--- config.mk ---
export PLATFORM = sky130hd
export DESIGN_NAME = lsf_fault_supervisor
export DESIGN_NICKNAME = d
export VERILOG_FILES = /design/src/inc/lsf_pkg.sv /design/src/lsf_interval_timer.sv /design/src/lsf_fault_supervisor.sv
export SDC_FILE = /design/constraint.sdc
export NUM_CORES = 1
export LEC_CHECK = 0
export ABC_AREA = 0
export BUFFER_PORTS_ARGS = -buffer_cell sky130_fd_sc_hd__buf_2
export CAP_MARGIN = 20
export CORE_MARGIN = 10
export CORE_UTILIZATION = 61
export DETAILED_ROUTE_END_ITERATION = 10
export PLACE_DENSITY = 0.89
export REMOVE_ABC_BUFFERS = 1
export SLEW_MARGIN = 20
export SYNTH_ARGS = -nofsm -noshare
export SYNTH_HDL_FRONTEND = slang
export SYNTH_SLANG_ARGS = --single-unit
export TNS_END_PERCENT = 100
--- constraint.sdc ---
create_clock -name clk_i -period 5.9 [get_ports clk_i]
set_clock_uncertainty 0.05 [all_clocks]
set_input_delay 0.295 -clock clk_i [delete_from_list [all_inputs] [get_ports clk_i]]
set_output_delay 0.295 -clock clk_i [all_outputs]
set_load 0.02 [all_outputs]
--- src/inc/lsf_pkg.sv ---
package lsf_pkg;

  // Reference clock
  localparam int unsigned CLK_MHZ = 50;

  // Interval figures in their own units
  localparam int unsigned T_DIM_BLANK_NS = 1000;
  localparam int unsigned T_CTRL_BLANK_NS = 1000;
  localparam int unsigned T_DIM_QUAL_NS = 8000;
  localparam int unsigned T_CTRL_QUAL_NS = 4000;
  localparam int unsigned T_START_MASK_US = 1200;
  localparam int unsigned T_OPEN_REPORT_US = 12000;

  // Least times round up to whole cycles
  localparam int unsigned DIM_BLANK_TICKS = (T_DIM_BLANK_NS * CLK_MHZ + 999) / 1000;
  localparam int unsigned CTRL_BLANK_TICKS = (T_CTRL_BLANK_NS * CLK_MHZ + 999) / 1000;
  localparam int unsigned DIM_QUAL_TICKS = (T_DIM_QUAL_NS * CLK_MHZ + 999) / 1000;
  localparam int unsigned CTRL_QUAL_TICKS = (T_CTRL_QUAL_NS * CLK_MHZ + 999) / 1000;
  localparam int unsigned START_MASK_TICKS = T_START_MASK_US * CLK_MHZ;
  localparam int unsigned OPEN_REPORT_TICKS = T_OPEN_REPORT_US * CLK_MHZ;

  // Counter widths
  localparam int unsigned SHORT_CNT_W = 9;
  localparam int unsigned LONG_CNT_W = 20;

  // Register byte offsets
  localparam logic [7:0] ADDR_CONTROL = 8'h00;
  localparam logic [7:0] ADDR_STATUS = 8'h04;
  localparam logic [7:0] ADDR_IRQ_STATUS = 8'h08;
  localparam logic [7:0] ADDR_IRQ_CLEAR = 8'h0c;
  localparam logic [7:0] ADDR_IRQ_ENABLE = 8'h10;

  // Control register fields
  localparam int unsigned CTL_FAULT_EN_BIT = 0;
  localparam logic CTL_FAULT_EN_RST = 1'b1;

  // Status register fields
  localparam int unsigned ST_OPEN_LSB = 0;
  localparam int unsigned ST_SHORT_LSB = 2;
  localparam int unsigned ST_RELEASE_BIT = 4;
  localparam int unsigned ST_OPEN_REP_BIT = 5;
  localparam int unsigned ST_TARGET_LSB = 8;

  // Interrupt event bits: open on string 0/1, short on string 0/1, start-up release
  localparam int unsigned IRQ_W = 5;
  localparam logic [IRQ_W-1:0] IRQ_EN_RST = 5'h00;
  localparam int unsigned IRQ_RELEASE_BIT = 4;

  // Regulation target selection
  typedef enum logic [2:0] {
    LSF_TGT_BOTH,
    LSF_TGT_STRING0,
    LSF_TGT_STRING1,
    LSF_TGT_OVERVOLTAGE,
    LSF_TGT_HOLD
  } lsf_target_t;

endpackage

--- src/lsf_interval_timer.sv ---
// Counts consecutive enabled cycles of run_i and flags when the interval is met
module lsf_interval_timer
  import lsf_pkg::*;
#(
  parameter logic [SHORT_CNT_W-1:0] TICKS = 9'h001
) (
  input wire logic clk_i,
  input wire logic sys_rst_i,
  input wire logic ce_i,
  input wire logic run_i,
  output logic done_o
);

  logic [SHORT_CNT_W-1:0] cnt_q;
  logic [SHORT_CNT_W-1:0] cnt_d;
  logic done_d;

  // Saturating count; any drop of run_i restarts the interval
  assign cnt_d = !run_i ? '0 : (cnt_q == TICKS) ? cnt_q : cnt_q + 9'h001;
  assign done_d = run_i && (cnt_d == TICKS);

  // State, frozen while the clock enable is low
  always_ff @(posedge clk_i) begin
    if (sys_rst_i) begin
      cnt_q <= '0;
      done_o <= 1'b0;
    end else if (ce_i) begin
      cnt_q <= cnt_d;
      done_o <= done_d;
    end
  end

endmodule // lsf_interval_timer

--- src/lsf_fault_supervisor.sv ---
// Notes on behaviour
// - Stored fault status changes only while dimming pulse is high; held while low.
// - Open fault on low headroom; short fault on low string pin per string.
// - Fault output pulled low on any reported fault while fault output enabled.
// - Start-up mask ends 1.2 ms after first rise with headroom, 8 us, 4 us.
// - Alternative start-up release when output reaches 95% of overvoltage limit.
// - On release, fault reporting starts and switching steps to full frequency.
// - A short keeps its current source off even while fault output masked.
// - Open faults reported only from 12 ms after the very first rise.
// - Comparators ignored 1 us after each dimming rise and while dimming low.
// - Evaluate only with analog level above threshold, after a 1 us blanking.
// - A detected short turns that string's current source off at once.
// - One faulted string regulates for the good one; two regulate to overvoltage.
// - Open display holds output at the overvoltage limit.
// - Analog level below threshold: both sources off, regulate to overvoltage limit.
// - Dimming low: both sources off, hold the output sampled while high.
//
// The address map and the APB slave port were decided locally.
module lsf_fault_supervisor
  import lsf_pkg::*;
#(
  parameter int unsigned START_MASK_CYCLES = START_MASK_TICKS,
  parameter int unsigned OPEN_REPORT_CYCLES = OPEN_REPORT_TICKS
) (
  input wire logic clk_i,
  input wire logic sys_rst_i,
  input wire logic ce_i,
  // Analog side
  input wire logic enable_lockout_input_i,
  input wire logic dim_pulse_i,
  input wire logic ctrl_above_thr_i,
  input wire logic [1:0] headroom_low_i,
  input wire logic [1:0] string_pin_low_i,
  input wire logic [1:0] headroom_ok_i,
  input wire logic boost_output_voltage_near_limit_i,
  // Decisions
  output logic fault_n_o,
  output logic [1:0] src_on_o,
  output lsf_target_t reg_target_o,
  output logic freq_full_o,
  output logic irq_o,
  // APB slave
  input wire logic psel_i,
  input wire logic penable_i,
  input wire logic pwrite_i,
  input wire logic [7:0] paddr_i,
  input wire logic [31:0] pwdata_i,
  output logic [31:0] prdata_o,
  output logic pready_o,
  output logic pslverr_o
);

  localparam logic [LONG_CNT_W-1:0] START_MASK_LIM = LONG_CNT_W'(START_MASK_CYCLES);
  localparam logic [LONG_CNT_W-1:0] OPEN_REPORT_LIM = LONG_CNT_W'(OPEN_REPORT_CYCLES);

  logic dim_q;
  logic ctrl_q;
  logic started_q;
  logic [LONG_CNT_W-1:0] age_q;
  logic [LONG_CNT_W-1:0] age_d;
  logic release_q;
  logic open_rep_q;
  logic [1:0] open_q;
  logic [1:0] short_q;
  logic [1:0] open_d;
  logic [1:0] short_d;
  logic fault_en_q;
  logic [IRQ_W-1:0] irq_stat_q;
  logic [IRQ_W-1:0] irq_en_q;
  logic [IRQ_W-1:0] irq_set;
  logic [IRQ_W-1:0] irq_clr;
  lsf_target_t target_d;

  // Interval timers on the reference clock
  logic dim_blank_done;
  logic ctrl_blank_done;
  logic dim_qual_done;
  logic ctrl_qual_done;
  logic run_dim;
  logic run_ctrl;

  assign run_dim = enable_lockout_input_i && dim_pulse_i;
  assign run_ctrl = enable_lockout_input_i && ctrl_above_thr_i;

  // Blanking after each dimming rise
  lsf_interval_timer #(.TICKS(SHORT_CNT_W'(DIM_BLANK_TICKS))) u_dim_blank (
    .clk_i(clk_i),
    .sys_rst_i(sys_rst_i),
    .ce_i(ce_i),
    .run_i(run_dim),
    .done_o(dim_blank_done)
  );

  // Blanking after the analog level rises past threshold
  lsf_interval_timer #(.TICKS(SHORT_CNT_W'(CTRL_BLANK_TICKS))) u_ctrl_blank (
    .clk_i(clk_i),
    .sys_rst_i(sys_rst_i),
    .ce_i(ce_i),
    .run_i(run_ctrl),
    .done_o(ctrl_blank_done)
  );

  // Start-up qualification of the dimming pulse
  lsf_interval_timer #(.TICKS(SHORT_CNT_W'(DIM_QUAL_TICKS))) u_dim_qual (
    .clk_i(clk_i),
    .sys_rst_i(sys_rst_i),
    .ce_i(ce_i),
    .run_i(run_dim),
    .done_o(dim_qual_done)
  );

  // Start-up qualification of the analog level
  lsf_interval_timer #(.TICKS(SHORT_CNT_W'(CTRL_QUAL_TICKS))) u_ctrl_qual (
    .clk_i(clk_i),
    .sys_rst_i(sys_rst_i),
    .ce_i(ce_i),
    .run_i(run_ctrl),
    .done_o(ctrl_qual_done)
  );

  // Start-up tracking: first rise only counts while enabled
  logic dim_rise;
  logic start_event;
  logic age_mask_done;
  logic age_open_done;
  logic release_cond;

  assign dim_rise = dim_pulse_i && !dim_q;
  assign start_event = enable_lockout_input_i && dim_rise && !started_q;
  assign age_open_done = started_q && (age_q >= OPEN_REPORT_LIM);
  assign age_mask_done = started_q && (age_q >= START_MASK_LIM);
  assign age_d = (!started_q || age_open_done) ? age_q : age_q + 20'h00001;

  // Either release path ends the mask
  assign release_cond = enable_lockout_input_i && started_q && (
    (age_mask_done && (&headroom_ok_i) && dim_qual_done && ctrl_qual_done) ||
    boost_output_voltage_near_limit_i);

  // Fault evaluation window: dimming high and analog level up, both past blanking
  logic eval;

  assign eval = run_dim && dim_blank_done && run_ctrl && ctrl_blank_done;

  // Comparator sampling, held outside the window
  assign open_d = eval ? headroom_low_i : open_q;
  assign short_d = eval ? string_pin_low_i : short_q;

  // Open faults count only once their reporting delay has passed
  logic [1:0] open_rep_d;
  logic [1:0] bad_d;
  logic any_report_d;

  assign open_rep_d = (age_open_done || open_rep_q) ? open_d : 2'h0;
  assign bad_d = open_rep_d | short_d;
  assign any_report_d = |bad_d;

  // Regulation target selection
  always_comb begin
    target_d = LSF_TGT_BOTH;
    if (!enable_lockout_input_i || !ctrl_above_thr_i) begin
      target_d = LSF_TGT_OVERVOLTAGE;
    end else if (!dim_pulse_i) begin
      target_d = LSF_TGT_HOLD;
    end else if (&bad_d) begin
      target_d = LSF_TGT_OVERVOLTAGE;
    end else if (bad_d[0]) begin
      target_d = LSF_TGT_STRING1;
    end else if (bad_d[1]) begin
      target_d = LSF_TGT_STRING0;
    end
  end

  // Input edge history and start-up state
  always_ff @(posedge clk_i) begin
    if (sys_rst_i) begin
      dim_q <= 1'b0;
      ctrl_q <= 1'b0;
      started_q <= 1'b0;
      age_q <= '0;
    end else if (ce_i) begin
      dim_q <= dim_pulse_i;
      ctrl_q <= ctrl_above_thr_i;
      started_q <= enable_lockout_input_i && (started_q || start_event);
      age_q <= enable_lockout_input_i ? age_d : '0;
    end
  end

  // Release and open-report gates; dropping enable restarts the sequence
  always_ff @(posedge clk_i) begin
    if (sys_rst_i) begin
      release_q <= 1'b0;
      open_rep_q <= 1'b0;
    end else if (ce_i) begin
      release_q <= enable_lockout_input_i && (release_q || release_cond);
      open_rep_q <= enable_lockout_input_i && (open_rep_q || age_open_done);
    end
  end

  // Latched fault status; a short is acted on even while the flag is masked
  always_ff @(posedge clk_i) begin
    if (sys_rst_i) begin
      open_q <= 2'h0;
      short_q <= 2'h0;
    end else if (ce_i) begin
      open_q <= enable_lockout_input_i ? open_d : 2'h0;
      short_q <= enable_lockout_input_i ? short_d : 2'h0;
    end
  end

  // Pin-facing decisions, all registered
  always_ff @(posedge clk_i) begin
    if (sys_rst_i) begin
      fault_n_o <= 1'b1;
      src_on_o <= 2'h0;
      reg_target_o <= LSF_TGT_OVERVOLTAGE;
      freq_full_o <= 1'b0;
    end else if (ce_i) begin
      fault_n_o <= !(release_q && fault_en_q && any_report_d);
      src_on_o <= {2{run_dim && run_ctrl}} & ~short_d;
      reg_target_o <= target_d;
      freq_full_o <= release_q || release_cond;
    end
  end

  // Interrupt events: new open or short per string and start-up release
  // An open latched before its report time still raises its event once reporting starts
  assign irq_set = {release_cond && !release_q, short_d & ~short_q,
    open_rep_d & ~(open_q & {2{open_rep_q}})};

  // APB slave with one wait state so every answer leaves a flop
  logic apb_access;
  logic apb_done;
  logic hit_ctl;
  logic hit_st;
  logic hit_ist;
  logic hit_icl;
  logic hit_ien;
  logic addr_ok;
  logic [31:0] rdata_d;
  logic [31:0] status_word;

  assign apb_access = psel_i && penable_i && !pready_o;
  assign apb_done = psel_i && penable_i && pready_o;
  assign hit_ctl = paddr_i == ADDR_CONTROL;
  assign hit_st = paddr_i == ADDR_STATUS;
  assign hit_ist = paddr_i == ADDR_IRQ_STATUS;
  assign hit_icl = paddr_i == ADDR_IRQ_CLEAR;
  assign hit_ien = paddr_i == ADDR_IRQ_ENABLE;
  assign addr_ok = hit_ctl || hit_st || hit_ist || hit_icl || hit_ien;
  assign irq_clr = (apb_done && pwrite_i && hit_icl) ? pwdata_i[IRQ_W-1:0] : '0;

  assign status_word = {21'h000000, reg_target_o, 2'h0, open_rep_q, release_q,
    short_q, open_q};

  // Read mux; the clear register reads as zero
  assign rdata_d = hit_ctl ? {31'h00000000, fault_en_q} :
                   hit_st ? status_word :
                   hit_ist ? {27'h0000000, irq_stat_q} :
                   hit_ien ? {27'h0000000, irq_en_q} : 32'h00000000;

  // Bus handshake and read data capture
  always_ff @(posedge clk_i) begin
    if (sys_rst_i) begin
      pready_o <= 1'b0;
      pslverr_o <= 1'b0;
      prdata_o <= 32'h00000000;
    end else if (ce_i) begin
      pready_o <= apb_access;
      pslverr_o <= apb_access && !addr_ok;
      prdata_o <= (apb_access && !pwrite_i) ? rdata_d : 32'h00000000;
    end
  end

  // Writable registers; a write lands at the edge that completes the transfer
  always_ff @(posedge clk_i) begin
    if (sys_rst_i) begin
      fault_en_q <= CTL_FAULT_EN_RST;
      irq_en_q <= IRQ_EN_RST;
    end else if (ce_i && apb_done && pwrite_i) begin
      if (hit_ctl) begin
        fault_en_q <= pwdata_i[CTL_FAULT_EN_BIT];
      end
      if (hit_ien) begin
        irq_en_q <= pwdata_i[IRQ_W-1:0];
      end
    end
  end

  // Sticky events; a set in the clearing cycle wins so nothing is lost
  always_ff @(posedge clk_i) begin
    if (sys_rst_i) begin
      irq_stat_q <= '0;
      irq_o <= 1'b0;
    end else if (ce_i) begin
      irq_stat_q <= (irq_stat_q & ~irq_clr) | irq_set;
      irq_o <= |(((irq_stat_q & ~irq_clr) | irq_set) & irq_en_q);
    end
  end

endmodule // lsf_fault_supervisor

==> After elaboration in Yosys (flattened, before gate mapping) <==
Index checks and enable logic that the tools add are counted.
{ "totals": {"in_bits": 56, "out_inout_bits": 42, "elab_cells": 146, "register_bits": 121} }
{ "classes": {"add_sub_neg": 5, "n_eq_ne": 13, "n_lt_le_gt_ge": 2, "n_reduce_logical": 62, "muxes": 26, "n_bitwise": 12} }
{ "op_table": {"columns": ["operator", "n"], "rows": [
  ["$mux 9", 8],
  ["$mux 20", 2],
  ["$add 9x1->9 const B", 4],
  ["$eq 9x6->1 const B", 4],
  ["$logic_and 1x1->1", 35],
  ["$mux 11", 3],
  ["$add 20x1->20 const B", 1],
  ["$ge 20x16->1 const B", 1],
  ["$ge 20x20->1 const B", 1],
  ["$eq 9x8->1 const B", 2],
  ["$eq 9x9->1 const B", 2],
  ["$eq 8x4->1 const B", 2],
  ["$mux 5", 3],
  ["$mux 2", 7],
  ["$and 5x5->5", 2],
  ["$logic_or 1x1->1", 10],
  ["$reduce_and 2->1", 5],
  ["$logic_not 1->1", 9],
  ["$and 2x2->2", 4],
  ["$eq 8x3->1 const B", 1],
  ["$eq 8x5->1 const B", 1],
  ["$logic_not 8->1", 1],
  ["$mux 3", 2],
  ["$not 2->2", 3],
  ["7 further kinds", 7]
]} }

==> Longest topological paths before layout <==
Gate-level depths: netlist (run 1).
{ "logic_depth": {"depth_word": 12, "depth_mapped": 9, "depth_no_buf": 8} }

==> Hierarchy <==
A second synthesis (run 1) with hierarchy kept.
{ "hier_totals": {"hier_cells": 729, "area_unflattened_um2": 5694.2} }
{ "modules_own_cells": {"columns": ["mod", "cells_each", "instances", "area_per_inst_um2", "seq_area_each_um2"], "rows": [
  ["lsf_fault_supervisor", 386, 1, 3111.7, 1161.1],
  ["lsf_interval_timer (u_ctrl_blank ...)", 82, 2, 614.3, 200.2],
  ["lsf_interval_timer (u_dim_qual)", 91, 1, 681.9, 200.2],
  ["lsf_interval_timer (u_ctrl_qual)", 88, 1, 671.9, 200.2]
]} }

==> Worst setup path before layout (run 1) <==
Ideal clock, no wire load.
{ "synth_path": {"kind": "reg2reg", "start": "register u_dim_blank.cnt_q[3]", "end": "register u_dim_blank.done_o", "period_less_slack_ns": 2.448, "required_ns": 5.780, "path_buffers": 2, "arrival_time_ns": 2.328, "path_stages_with_launch": 9, "setup_slack_ns": 3.452, "setup_time_ns": 0.070, "path_cell_list": "dfxtp_1 -> buf_6 -> or4_1 -> or4_1 -> buf_2 -> nor3b_2 -> a31oi_1 -> or4_1 -> a21oi_1"} }
{ "synth_between": {"elab_chain_cells": 5, "word_cells_on_any_way": 6, "classes_between": "add/sub (1); eq/ne (2); mux (2); reduce/logical (1)"} }
{ "synth_lines": {"columns": ["item", "line", "rtl"], "rows": [
  ["start, declared", "lsf_interval_timer.sv:14", "logic [SHORT_CNT_W-1:0] cnt_q;"],
  ["start signal, assigned", "lsf_interval_timer.sv:28", "cnt_q <= cnt_d;"],
  ["$add 9x1->9 or $eq 9x6->1 (tied branches)", "lsf_interval_timer.sv:19", "assign cnt_d = !run_i ? '0 : (cnt_q == TICKS) ? cnt_q : cnt_q + 9'h001;"],
  ["$mux 9 * (2 in series)", "lsf_interval_timer.sv:19", null],
  ["$eq 9x6->1 *", "lsf_interval_timer.sv:20", "assign done_d = run_i && (cnt_d == TICKS);"],
  ["$logic_and 1x1->1 *", "lsf_interval_timer.sv:20", null],
  ["end signal, assigned", "lsf_interval_timer.sv:29", "done_o <= done_d;"],
  ["end, declared", "lsf_interval_timer.sv:11", "output logic done_o"]
]} }
Every way passes the cells marked *; elsewhere a longest branch is shown, timed or not.
A chain may end at the register's enable or synchronous reset.

==> Worst setup path in the final report (run 1) <==
Ends and elaborated chain as after synthesis.

==> results of run 1 <==
==> cells by family after synthesis <==
logic type                 Yosys count
AOI/OAI and AO/OA                  171
xor gates and xnor gates            27
adders and majority gates           10
buffers and inverters               87
DFF                                 98
muxes                               15
other                                1
and+or+nand+nor                    317
==> through the flow <==
step	power [W]	utilization [%]	cells
after CTS	0.00125	66.9	860
after global placement	0.000780	64.4	844
after detailed placement	0.000783	64.4	844
after floorplan	0.000738	-	686
final	0.00125	66.9	860
after global routing	0.00130	66.9	860
==> layout by cell type (no fill, tap or decap), types with 3 or more instances in the layout <==
cell type / Yosys / layout
conb_1: 1 / 23
nand4_1: 12 / 12
clkbuf_8: 1 / 9
or3_1: 6 / 6
nand2_1: 60 / 60
clkinvlp_4: 0 / 3
ha_1: 10 / 10
a22o_1: 4 / 4
mux2i_1: 15 / 15
nand3_1: 30 / 30
o211ai_1: 4 / 4
dfxtp_1: 98 / 98
buf_2: 2 / 47
xor2_1: 6 / 6
inv_1: 25 / 25
a311oi_1: 3 / 3
nor2b_1: 7 / 7
nor2_1: 126 / 126
nand2b_1: 4 / 4
or4_1: 4 / 4
a22oi_1: 23 / 23
nor3_1: 22 / 22
nor4_1: 10 / 10
a41oi_1: 3 / 3
o21ai_0: 49 / 48
and3_1: 14 / 14
a31oi_1: 6 / 6
a21oi_1: 50 / 50
xnor2_1: 21 / 21
a211oi_1: 5 / 5
buf_4: 23 / 3
a2bb2oi_1: 4 / 4
and2_1: 4 / 4
nor3b_1: 4 / 4
==> worst reg2reg max path: stages, from the launching register on <==
cell and delay, ns:
dfxtp_1 0.39, or4_1 0.53, or4_1 0.60, nor3b_2 0.21, a31oi_1 0.07, or4_1 0.53
a21oi_1 0.17
==> Yosys cell counts, types with 3 or more instances <==
cell / number
dfxtp_1: 98
o21ai_0: 49
nand2b_1: 4
a311oi_1: 3
a211oi_1: 5
nor3b_1: 4
and3_1: 14
o211ai_1: 4
buf_4: 23
or4_1: 4
a22o_1: 4
a31oi_1: 6
inv_1: 25
nor3_1: 22
nor2b_1: 7
nand3_1: 30
xnor2_1: 21
clkbuf_1: 32
a41oi_1: 3
or3_1: 6
a2bb2oi_1: 4
nand4_1: 12
xor2_1: 6
nor4_1: 10
a22oi_1: 23
a21oi_1: 50
ha_1: 10
nand2_1: 60
and2_1: 4
nor2_1: 126
mux2i_1: 15
==> registers in the layout, summed over array words and instances (netlist names), 3 cells and up <==
signal              count
age_q                  20
prdata_o                9
u_ctrl_blank.cnt_q      9
u_ctrl_qual.cnt_q       9
u_dim_blank.cnt_q       9
u_dim_qual.cnt_q        9
irq_en_q                5
irq_stat_q              5
reg_target_o            3
==> final cells by class <==
| type | instances | area share [%] |
|---|---|---|
| multi-input combinational | 563 | 54.3 |
| clock buffer | 10 | 2.19 |
| timing repair buffer | 50 | 4.42 |
| clock inverter | 6 | 1.57 |
| inverter | 25 | 1.61 |
| tap | 108 | 2.32 |
| sequential | 98 | 33.6 |
==> report_power, final <==
| part | leakage, nW | total, W | internal (W) | switching (W) |
|---|---|---|---|---|
| logic | 1.28 | 0.0000996 | 0.0000251 | 0.0000744 |
| clock network | 0.0987 | 0.000482 | 0.000240 | 0.000242 |
| registers | 0.791 | 0.000672 | 0.000666 | 0.00000540 |
| total | 2.17 | 0.00125 | 0.000931 | 0.000322 |
==> per-layer routing <==
layer / up-vias / wire (µm) / GRT usage [%]
met5: - / 13 / 0
met2: 270 / 6570 / 33.9
met1: 2490 / 5910 / 26.2
li1: 2569 / - / -
met4: 2 / 269 / 8.09
met3: 37 / 1330 / 4.64
==> final timing paths <==
path,start,end,slack (ns),depth (start not counted)
worst max-delay path,u_dim_blank.cnt_q[3],u_dim_blank.done_o,3.29,6
worst min-delay path,pwdata_i[1],irq_en_q[1],0.13,3
worst max register to register,u_dim_blank.cnt_q[3],u_dim_blank.done_o,3.29,6
worst min register to register,prdata_o[0],prdata_o[0],0.42,2
==> flow_summary.toml, run 1 <==
[logic_synthesis]
syn_inst = 726
synth.top_cell.area_share_pct = 35.8
synth_compound_area_share_pct = 19.5
ys_async_sr_fraction_pct = 0
yosysUniqueCellTypes = 62
synthAdderAreaFrac_pct = 2.28
ys_ff_latch = 98
synth-main-ff-cell = "dfxtp_1"
yosys_warnings = 0
synth_edf_count = 0
netlist_area_um2 = 5490
synth_area_leaders = "dfxtp_1 (36%), nor2_1 (8.6%), a21oi_1 (4.6%), o21ai_0 (4.5%), nand2_1 (4.1%)"
synth_top_family_by_area = "simple AND/OR/NAND/NOR gates"
yosysTopAreaCell = "dfxtp_1"
avgSynthCellArea_um2 = 7.56
yosys.area_share.simple_pct = 27.3
synth_xor_area_share_pct = 4.31
yosysSeqAreaShare_pct = 35.8
synth_mux_area_share_pct = 2.74

[setup_path]
worst-path-buf-inv = 0
slowest_delay_ns = 0.60
cp_common_cell = "or4_1"
path_max_fanout = 8
crit_slowest_cell = "or4_1"
end_kind = "flop"
required_ns = 6.14
crit_arrival_ns = 2.85
cp_top_family = "simple AND/OR/NAND/NOR gates"
critPathKind = "reg2reg"
path_cells = "or4_1 -> or4_1 -> nor3b_2 -> a31oi_1 -> or4_1 -> a21oi_1"
crit_path_start_kind = "flop"

[cts]
cts_buffers = 9
ctsResizeCount = 0
cts_tree = "yes"
clock-sinks = 98
clk_latency_ns = 0.38
postCtsSetupRepairBufs = 0
clock_tree.buffer_depth = 2
cts.htree.levels = 3
cts_root_buf = "clkbuf_8"
holdBufCountCts = 0
clk_pin_slew_ns = 0.10

[timing]
holdWs_ns = 0.132
relSlewSlack_pct = 45.2
clock.fmax_ghz = 0.382
layout_min_cycle_time_ns = 2.61
tightestPinTransition_ns = 0.822
post-route-period-util_pct = 44.3
hold_viol = 0
rsz0062_at_grt = "no"
finalSetupViolCount = 0
fin_ws_ns = 3.29
finalMaxSlewViolations = 0
setup_tns_ns = 0

[layout]
multi_input_area_um2 = 3170
final_nets = 813
n_antenna_cell = 0
n_fill_cell = 703
seq_area_um2 = 1960
area_delta_synth_final_pct = 6.34
drive_gt1_share_pct = 9.44
stdcell_area_um2 = 5830

[detailed_routing]
dr.pass1.iters = 5
final_antenna_net_count = 0
drt-total-wl_mm = 14.1
vias = 5368
wl_per_cell_um = 16.4
drc_errors = 0
drt_iter0_markers = 651
via_per_inst = 6.24

[grt]
overflow = 0
grt_max_degree = 75
grt_usage_pct = 20.8
grt_pass1_wl_mm = 23.4
antenna_found_initial = 1
first_global_vias = 5009

[place]
gp_congestion = 0.874
place_hpwl_mm = 9.64
io_buffers = 47
dpl_worst_slack_ns = 3.11
dpl_cell_area_um2 = 5620

[floorplanning]
io_pins = 98
start_util_pct = 62.9
die_w_um = 115
die_area_um2 = 13200
rows = 34
fp.coreArea_um2 = 8720
die_h_um = 115

[run_status]
status = "completed"

[power_and_ir_drop]
ir_drop_mv = 0.0957
leakagePower_nw = 2.17
power_density_nw_per_um2 = 215

[worst_hold_path]
hp-class = "in2reg"

[job]
maxCapViolCount = 0
Power figures use the tool's default switching activity.
==> run 2, diff against run 1 <==
- ABC_AREA: 0 -> 1
- CORE_UTILIZATION: 61 -> 51
- PLACE_DENSITY: 0.89 -> 0.79
- clock period: 5.9 -> 2.15 ns (I/O delays scaled with it)
==> run 2 against run 1 <==
- register-to-register slack got worse by 3.0 ns
- clock power rose to 2.8 times the previous value
- via count rose by 4.4%
- global-route usage fell by 3.1 points
- total power rose to 2.9 times the previous value
- synthesized cell count rose by 19%
- worst hold slack got worse by 0.078 ns
- sequential power rose to 2.8 times the previous value
- utilization fell by 9.7 points
- non-clock buffer count rose by 10
- combinational power rose to 3.6 times the previous value
- flip-flop and latch count did not move
- critical path type unchanged
- largest power group unchanged
==> flow_summary.toml, run 2 <==
[power_and_ir_drop]
leakagePower_nw = 2.55
power_density_nw_per_um2 = 580
ir_drop_mv = 0.385

[timing]
hold_viol = 0
fin_ws_ns = 0.282
layout_min_cycle_time_ns = 1.87
clock.fmax_ghz = 0.535
tightestPinTransition_ns = 0.652
post-route-period-util_pct = 86.9
holdWs_ns = 0.0545
finalSetupViolCount = 0
relSlewSlack_pct = 56.5
setup_tns_ns = 0
finalMaxSlewViolations = 0
rsz0062_at_grt = "no"

[setup_path]
crit_path_start_kind = "flop"
crit_arrival_ns = 2.14
ff2ff_setup_slack_ns = 0.28
reg2regPathDepth = 9
critPathKind = "reg2reg"
r2r-start = "age_q[0]"
reg2reg_to = "age_q[12]"
required_ns = 2.42
crit_start = "age_q[0]"
path_max_fanout = 4
end_kind = "flop"

[grt]
overflow = 0
first_global_vias = 5181
antenna_found_initial = 0
grt_usage_pct = 17.7
grt_pass1_wl_mm = 24.2
grt_max_degree = 59

[logic_synthesis]
ys_async_sr_fraction_pct = 0
yosysUniqueCellTypes = 47
synth-main-ff-cell = "dfxtp_1"
avgSynthCellArea_um2 = 6.61
yosysSeqAreaShare_pct = 34.3
synth_edf_count = 0
yosys_warnings = 0
synth_area_leaders = "dfxtp_1 (34%), nand2_1 (15%), a21oi_1 (7.7%), nor2_1 (5.4%), inv_1 (5.2%)"
ys_ff_latch = 98
syn_inst = 865
synth.top_cell.area_share_pct = 34.3
synthTopCellsByCount = "nand2_1 (222), dfxtp_1 (98), a21oi_1 (88)"
netlist_area_um2 = 5720
yosysTopAreaCell = "dfxtp_1"
yosysMostFrequentCell = "nand2_1"

[worst_hold_path]
hold_depth = 4
min_to = "prdata_o[0]"
hp-class = "in2reg"
hold_start = "pwrite_i"

[layout]
layout_common_cells = "nand2_1 (222), dfxtp_1 (98), a21oi_1 (88), nor2_1 (82), inv_1 (79)"
n_antenna_cell = 0
final_common_cell = "nand2_1"
stdcell_area_um2 = 6230
final_nets = 971
area_delta_synth_final_pct = 8.86
regMostFlops = "age_q"
drive_gt1_share_pct = 10.3
largest_reg_flops = 20

[place]
place_hpwl_mm = 10.3
gp_congestion = 0.909
dpl_worst_slack_ns = 0.331
dpl_cell_area_um2 = 5950
io_buffers = 47

[detailed_routing]
drc_errors = 0
dr.pass1.iters = 5
via_per_inst = 5.34
wl_per_cell_um = 13.5
drt-total-wl_mm = 14.1
drt_iter0_markers = 497
final_antenna_net_count = 0
vias = 5603

[job]
maxCapViolCount = 0

[cts]
cts.htree.levels = 3
cts_buffers = 9
cts_root_buf = "clkbuf_8"
clk_pin_slew_ns = 0.10
clk_latency_ns = 0.39
clock_tree.buffer_depth = 2
cts_tree = "yes"
clock-sinks = 98
postCtsSetupRepairBufs = 0

[floorplanning]
die_h_um = 126
die_w_um = 126
fp.coreArea_um2 = 10900
start_util_pct = 52.5
die_area_um2 = 15800
io_pins = 98
rows = 38

[run_status]
status = "completed"
## run 2: worst max-delay path by stage
stage,end,slack (ns),cells past startpoint
after CTS,u_dim_qual.done_o,0.29,9
after detailed placement,u_dim_qual.done_o,0.33,9
after global placement,age_q[12],0.34,8
after global routing,u_dim_blank.done_o,0.09,12
final,age_q[12],0.28,9
after floorplan,age_q[12],0.54,8
## run 2: per-stage QoR
step | instances | utilization, % | total power [W]
after floorplan | 834 | - | 0.00215
after global placement | 1028 | 54.6 | 0.00229
after detailed placement | 1028 | 54.6 | 0.00229
after CTS | 1050 | 57.2 | 0.00364
after global routing | 1050 | 57.2 | 0.00376
final | 1050 | 57.2 | 0.00361
## run 2: routing by layer
metal	up-vias	track usage [%]	wire [µm]
met5	-	0	0
met4	0	5.36	214
met3	21	4.36	775
met2	147	28.9	6630
met1	2546	22.5	6510
li1	2889	-	-
## run 2: critical path, cell delays in order, from the launching register on
cell     delay, ns
dfxtp_1       0.36
ha_1          0.22
inv_1         0.07
nor3_1        0.36
nand2_1       0.16
nor2_1        0.17
nand2_1       0.10
o21ai_1       0.13
nand3_1       0.07
nor2_1        0.09
## run 2: layout make-up
class                           instances  area, µm²
Clock buffer                           12        145
Clock inverter                          4       73.8
Fill cell                            1062       4660
Inverter                               84        320
Multi-Input combinational cell        652       3200
Sequential cell                        98       1960
Tap cell                              140        175
Timing Repair Buffer                   60        348
## run 2: power breakdown
part	leakage [nW]	switching (W)	internal [W]
logic	1.65	0.000257	0.000105
clock network	0.111	0.000656	0.000691
registers	0.797	0.0000441	0.00186
total	2.55	0.000957	0.00265
## run 2: cell families (layout without fill, tap and decap cells)
group / after synthesis / count (layout) / synth area share [%]
xor gates and xnor gates: 21 / 21 / 3.22
buffers and inverters: 137 / 160 / 11.2
adders and majority gates: 10 / 10 / 2.19
other: 1 / 23 / 0.0656
DFF: 98 / 98 / 34.3
and+or+nand+nor: 434 / 434 / 33.7
AOI/OAI and AO/OA: 164 / 164 / 15.3
## run 2: what timing repair did
action                                 in CTS  in global routing
setup endpoints to repair                   0                  0
endpoints found under the hold margin       6                  0
hold buffers                                6                  0
gates resized for setup                     0                  0
